File: config.mk
export PLATFORM = sky130hd
export DESIGN_NAME = imd_decoder
export DESIGN_NICKNAME = d
export VERILOG_FILES = /design/src/imd_pkg.sv /design/src/imd_decoder.sv
export VERILOG_INCLUDE_DIRS = /design/src
export SDC_FILE = /design/constraint.sdc
export NUM_CORES = 1
export LEC_CHECK = 0
export BUFFER_PORTS_ARGS = -buffer_cell sky130_fd_sc_hd__buf_2
export CAP_MARGIN = 20
export CORE_AREA = 2 2 39 41
export DETAILED_ROUTE_END_ITERATION = 7
export DIE_AREA = 0 0 41 43
export PLACE_DENSITY = 0.76
export SYNTH_ARGS = -nofsm -noshare
export SYNTH_HDL_FRONTEND = slang
export SYNTH_SLANG_ARGS = --single-unit
File: constraint.sdc
create_clock -name clk -period 1.75 [get_ports clk]
set_input_delay 0.35 -clock clk [delete_from_list [all_inputs] [get_ports clk]]
set_output_delay 0.35 -clock clk [all_outputs]
set_load 0.02 [all_outputs]
File: src/imd_cfg.svh
// address windows, segment layout and reset values for the isa memory decoder
`ifndef IMD_CFG_SVH
`define IMD_CFG_SVH

// ****************************************************************
// address windows
// ****************************************************************
`define IMD_LOW_BASE 24'h0c0000
`define IMD_LOW_LAST 24'h0dffff
`define IMD_HIGH_BASE 24'hf00000
`define IMD_HIGH_LAST 24'hf1ffff

// ****************************************************************
// segment layout inside a window
// ****************************************************************
`define IMD_SEG_BYTES 18'h20000
`define IMD_BUF_BYTES 18'h14000
`define IMD_REG_FIRST 17'h1ffe0
`define IMD_REG_LAST 17'h1ffff
`define IMD_REG_BYTES 6'h20

// ****************************************************************
// reset values
// ****************************************************************
`define IMD_BIAS_OFF_RST 1'h1
`define IMD_PSAVE_RST 1'h0

`endif

File: src/imd_pkg.sv
// types shared by the isa memory decoder
package imd_pkg;

  // ****************************************************************
  // isa side memory request
  // ****************************************************************
  typedef struct packed {
    logic [23:0] addr;
    logic refresh_n;
    logic smemw_n;
    logic memw_n;
    logic smemr_n;
    logic memr_n;
  } imd_isa_req_t;

  // ****************************************************************
  // controller side select group
  // ****************************************************************
  typedef struct packed {
    logic chip_select_n;
    logic memcs16_n;
    logic low_byte_write_strobe_n;
    logic read_strobe_n;
    logic register_space;
    logic [16:0] offset;
  } imd_ctrl_sel_t;

  typedef enum logic [0:0] {
    IMD_WIN_LOW = 1'b0,
    IMD_WIN_HIGH = 1'b1
  } imd_window_t;

endpackage : imd_pkg

File: src/imd_decoder.sv
// isa memory-space decoder placing the lcd controller in a 128k window
//
// Overview of operation
// - with the low window chosen, refresh idle and decode enabled, chip select is asserted for c0000 to dffff.
// - with the high window chosen, refresh idle and decode enabled, chip select is asserted for f00000 to f1ffff.
// - memcs16 is driven low while chip select is active and the address lies in the chosen window.
// - the low-byte write strobe follows smemw in the low window and memw in the high window, only under chip select.
// - the read strobe follows smemr in the low window and memr in the high window, only under chip select.
// - each window is one contiguous 128k segment holding the 80k display buffer and the registers.
// - the register set fills the top 32 bytes of the segment, offsets 1ffe0 to 1ffff.
// - the controller sees buffer and registers alike, so both are plain memory locations.
// - the active-high panel power enable, inverted, switches both panel bias supplies.
// - hardware power save acts only once software enabled it, then follows the switch.
`timescale 1ns/100ps
`include "imd_cfg.svh"

module imd_decoder (
  input wire logic clk,
  input wire logic sys_rst,
  input wire imd_pkg::imd_isa_req_t isa_req,
  input wire logic decode_enable,
  input wire logic map_select_switch,
  input wire logic panel_power_enable,
  input wire logic power_save_sw_enable,
  input wire logic power_save_switch,
  output imd_pkg::imd_ctrl_sel_t ctrl_sel,
  output logic positive_bias_supply_off,
  output logic negative_bias_supply_off,
  output logic power_save_active
);

  // ****************************************************************
  // range decode
  // ****************************************************************
  function automatic logic imd_in_range(
    input logic [23:0] a,
    input logic [23:0] lo,
    input logic [23:0] hi
  );
    imd_in_range = (a >= lo) && (a <= hi);
  endfunction : imd_in_range

  imd_pkg::imd_window_t win;
  logic low_hit;
  logic low_hit_full;
  logic high_hit;
  logic sel_ok;
  logic cs;
  logic win_hit;

  // the low window compares only the 20 system address lines, as an isa
  // card must; memcs16 uses the full 24-bit latched address instead
  always_comb begin
    win = imd_pkg::imd_window_t'(map_select_switch);
    low_hit = imd_in_range({4'h0, isa_req.addr[19:0]}, `IMD_LOW_BASE,
                           `IMD_LOW_LAST);
    low_hit_full = imd_in_range(isa_req.addr, `IMD_LOW_BASE, `IMD_LOW_LAST);
    high_hit = imd_in_range(isa_req.addr, `IMD_HIGH_BASE, `IMD_HIGH_LAST);
    sel_ok = isa_req.refresh_n && decode_enable;
    cs = ((win == imd_pkg::IMD_WIN_LOW) && low_hit && sel_ok) ||
         ((win == imd_pkg::IMD_WIN_HIGH) && high_hit && sel_ok);
    win_hit = (win == imd_pkg::IMD_WIN_LOW) ? low_hit_full : high_hit;
  end

  // ****************************************************************
  // controller select group
  // ****************************************************************
  // no register here: isa strobes and memcs16 must follow the address
  // inside the same bus cycle, so this group departs from the registered
  // output style of the rest of the block
  always_comb begin
    ctrl_sel.chip_select_n = !cs;
    ctrl_sel.memcs16_n = !(cs && win_hit);
    ctrl_sel.low_byte_write_strobe_n = !(cs &&
      ((win == imd_pkg::IMD_WIN_LOW) ? !isa_req.smemw_n
                                     : !isa_req.memw_n));
    ctrl_sel.read_strobe_n = !(cs &&
      ((win == imd_pkg::IMD_WIN_LOW) ? !isa_req.smemr_n
                                     : !isa_req.memr_n));
    // one 128k segment: the low 17 address bits are the offset
    ctrl_sel.offset = isa_req.addr[16:0];
    // informational only; the controller itself does not tell them apart
    ctrl_sel.register_space = cs &&
      (isa_req.addr[16:0] >= `IMD_REG_FIRST);
  end

  // ****************************************************************
  // panel bias and power save
  // ****************************************************************
  logic next_positive_bias_supply_off;
  logic next_negative_bias_supply_off;
  logic next_power_save_active;

  always_comb begin
    next_positive_bias_supply_off = !panel_power_enable;
    next_negative_bias_supply_off = !panel_power_enable;
    next_power_save_active = power_save_sw_enable &&
                             power_save_switch;
  end

  // bias supplies start off so the panel never sees bias before logic
  always_ff @(posedge clk or posedge sys_rst) begin
    if (sys_rst) begin
      positive_bias_supply_off <= `IMD_BIAS_OFF_RST;
      negative_bias_supply_off <= `IMD_BIAS_OFF_RST;
      power_save_active <= `IMD_PSAVE_RST;
    end else begin
      positive_bias_supply_off <= next_positive_bias_supply_off;
      negative_bias_supply_off <= next_negative_bias_supply_off;
      power_save_active <= next_power_save_active;
    end
  end
endmodule : imd_decoder

==> results.json <==
{
  "status": "finished clean",
  "combPwrFrac_pct": 36.6,
  "synth_top_area_share_pct": 41.4,
  "postSynthNetCount": 80,
  "worst_pin_slew_ns": 0.262,
  "drv_cap": 0,
  "ys_ff_latch": 2,
  "placeableCoreArea_sq_um": 1380,
  "hold_start": "panel_power_enable",
  "numPortBuffers": 50,
  "layout_min_cycle_time_ns": 1.70,
  "cts.path.max_buffers": 2,
  "synth_cell_types": 17,
  "synth_area_sq_um": 327,
  "antenna_found_initial": 0,
  "worstPathArrival_ns": 1.35,
  "place_area_sq_um": 469,
  "ioPinCount": 61,
  "grt_max_degree": 5,
  "max_slew_margin_pct": 82.4,
  "yosysWarnings": 0,
  "crit_type": "primary input to primary output",
  "cts_sinks": 2,
  "p_sw_share_pct": 33.2,
  "synth_cells": 44,
  "ir_drop_v": 0.000292,
  "path_clk_slew_ns": 0.03,
  "endpoint_kind": "primary output",
  "via_per_inst": 4.44,
  "cts_root_buf": "clkbuf_4",
  "start_kind": "primary input",
  "grt_pass1_wl_microns": 1040,
  "clockPowerShare_pct": 45.0,
  "htreeDepth": 1,
  "die_area_sq_um": 1760,
  "p_int_mw": 0.183,
  "mostFrequentLayoutCell": "buf_2",
  "cts_setup_buffers": 0,
  "drc": 0,
  "final.setup.tns_ns": 0,
  "min_path_cells": 2,
  "p_sw_mw": 0.0912,
  "n_fill_cell": 150,
  "stdcell_area_sq_um": 533,
  "overflow": 0,
  "drive_gt1_share_pct": 70.7,
  "period_share_pct": 97.4,
  "synth_seq_area_share_pct": 15.7,
  "rsz0062_at_grt": "no",
  "vias": 435,
  "routed_wirelength_microns": 878,
  "die_x_microns": 41,
  "power.share.sequential_pct": 18.4,
  "drtIter0Drc": 0,
  "maxSlewViolCount": 0,
  "hold_violations": 0,
  "critPathMaxFanout": 4,
  "first_global_vias": 319,
  "finalSetupViolCount": 0,
  "n_antenna_cell": 0,
  "initial_core_util_pct": 23.6,
  "cts_tree": "done",
  "yosys.area.top_type": "buf_4",
  "placementRows": 14,
  "synth_area_leaders": "buf_4, dfstp_2, dfrtp_1, nand4_1, mux2i_1",
  "worstSetupStartpoint": "isa_req[24]",
  "hold_path_class": "primary input to register",
  "final_cell_mix": "buf_2, nor2_1, nand4_1",
  "globalRouteTotalUtil_pct": 9.64,
  "cts-buffers-inserted": 3,
  "power_density_nw_per_um2": 515,
  "globalplace.congestion": 0.677,
  "max_freq_mhz": 587,
  "critical_path_required_ns": 1.40,
  "area_delta_synth_final_pct": 63.2,
  "syn_area_per_cell_sq_um": 7.42,
  "wl_per_cell_microns": 8.96,
  "holdPathEnd": "positive_bias_supply_off",
  "total_leakage_power_nw": 0.291,
  "die_h_microns": 43,
  "first_pass_iters": 1,
  "nNetsFinal": 119,
  "drtAntennaViolNets": 0
}
routing by layer:
| layer | vias to the layer above | wire length, microns | track usage, % |
|---|---|---|---|
| li1 | 210 | - | - |
| met4 | 0 | 30 | 12.0 |
| met2 | 46 | 427 | 14.1 |
| met1 | 176 | 252 | 7.72 |
| met5 | - | 0 | 0 |
| met3 | 3 | 167 | 4.71 |
cell families after synthesis:
family	Yosys count	share of synthesized area (%)
compound gates	2	4.21
buf+inv	20	43.7
flops	2	15.7
mux	2	6.13
simple gates	18	30.3
stage by stage:
step	utilization (%)	setup slack (ns)	cells	hold slack [ns]	total power [mW]
after floorplan	-	0.215	44	0.0905	0.128
after global placement	33.9	0.0442	93	0.197	0.144
after detailed placement	33.9	0.0144	93	0.199	0.147
after CTS	36.5	0.0146	98	0.223	0.277
after global routing	38.5	0.00199	98	0.227	0.297
final	38.5	0.0452	98	0.228	0.274
synth_stat cells:
library cell  count
buf_4            18
inv_1             2
dfrtp_1           1
nor2_1            4
and2_1            1
mux2i_1           2
nand2_1           2
o21ai_0           1
nor3_1            1
nand3_1           2
or3b_1            1
or4_1             1
nand4_1           4
and3_1            1
nand3b_1          1
dfstp_2           1
o21ai_2           1
repair_timing:
item | CTS | global route
setup endpoints to repair | 0 | 1
endpoints found under the hold margin | 1 | 0
hold buffers | 1 | 0
gates resized for setup | 0 | 6
worst max-delay path, stage by stage:
cell and delay (ns):
buf_6 0.09, or3b_4 0.40, o21ai_4 0.19, and3_4 0.21, buf_6 0.11
flip-flops by register name, summed over array words and instances (netlist names):
name,count
positive_bias_supply_off,1
power_save_active,1
worst max-delay path by stage:
stage	to	slack (ns)	cells after the start
2_1_floorplan	ctrl_sel[17]	0.22	3
3_3_place_gp	ctrl_sel[17]	0.04	5
3_5_place_dp	ctrl_sel[17]	0.01	5
4_1_cts	ctrl_sel[17]	0.01	5
5_1_grt	ctrl_sel[17]	0.002	5
6_report	ctrl_sel[17]	0.05	5
area by class of cell:
class,instances,area [sq um],share of cell area [%]
clock buffers,4,26.3,4.93
inverters,2,7.51,1.41
repair buffers,52,280,52.6
multi-input cells,22,148,27.7
well taps,16,20.0,3.76
flip-flops and latches,2,51.3,9.62
power groups by stage:
| stage | clock (mW) | sequential, mW | combinational, mW |
|---|---|---|---|
| finish | 0.124 | 0.0504 | 0.101 |
| floorplan | 0 | 0.0544 | 0.0735 |
| global route | 0.135 | 0.0509 | 0.111 |
| global placement | 0 | 0.0508 | 0.0936 |
| detailed placement | 0 | 0.0509 | 0.0957 |
| CTS | 0.129 | 0.0504 | 0.0973 |
Note: power is estimated with default switching activity, not from simulation.
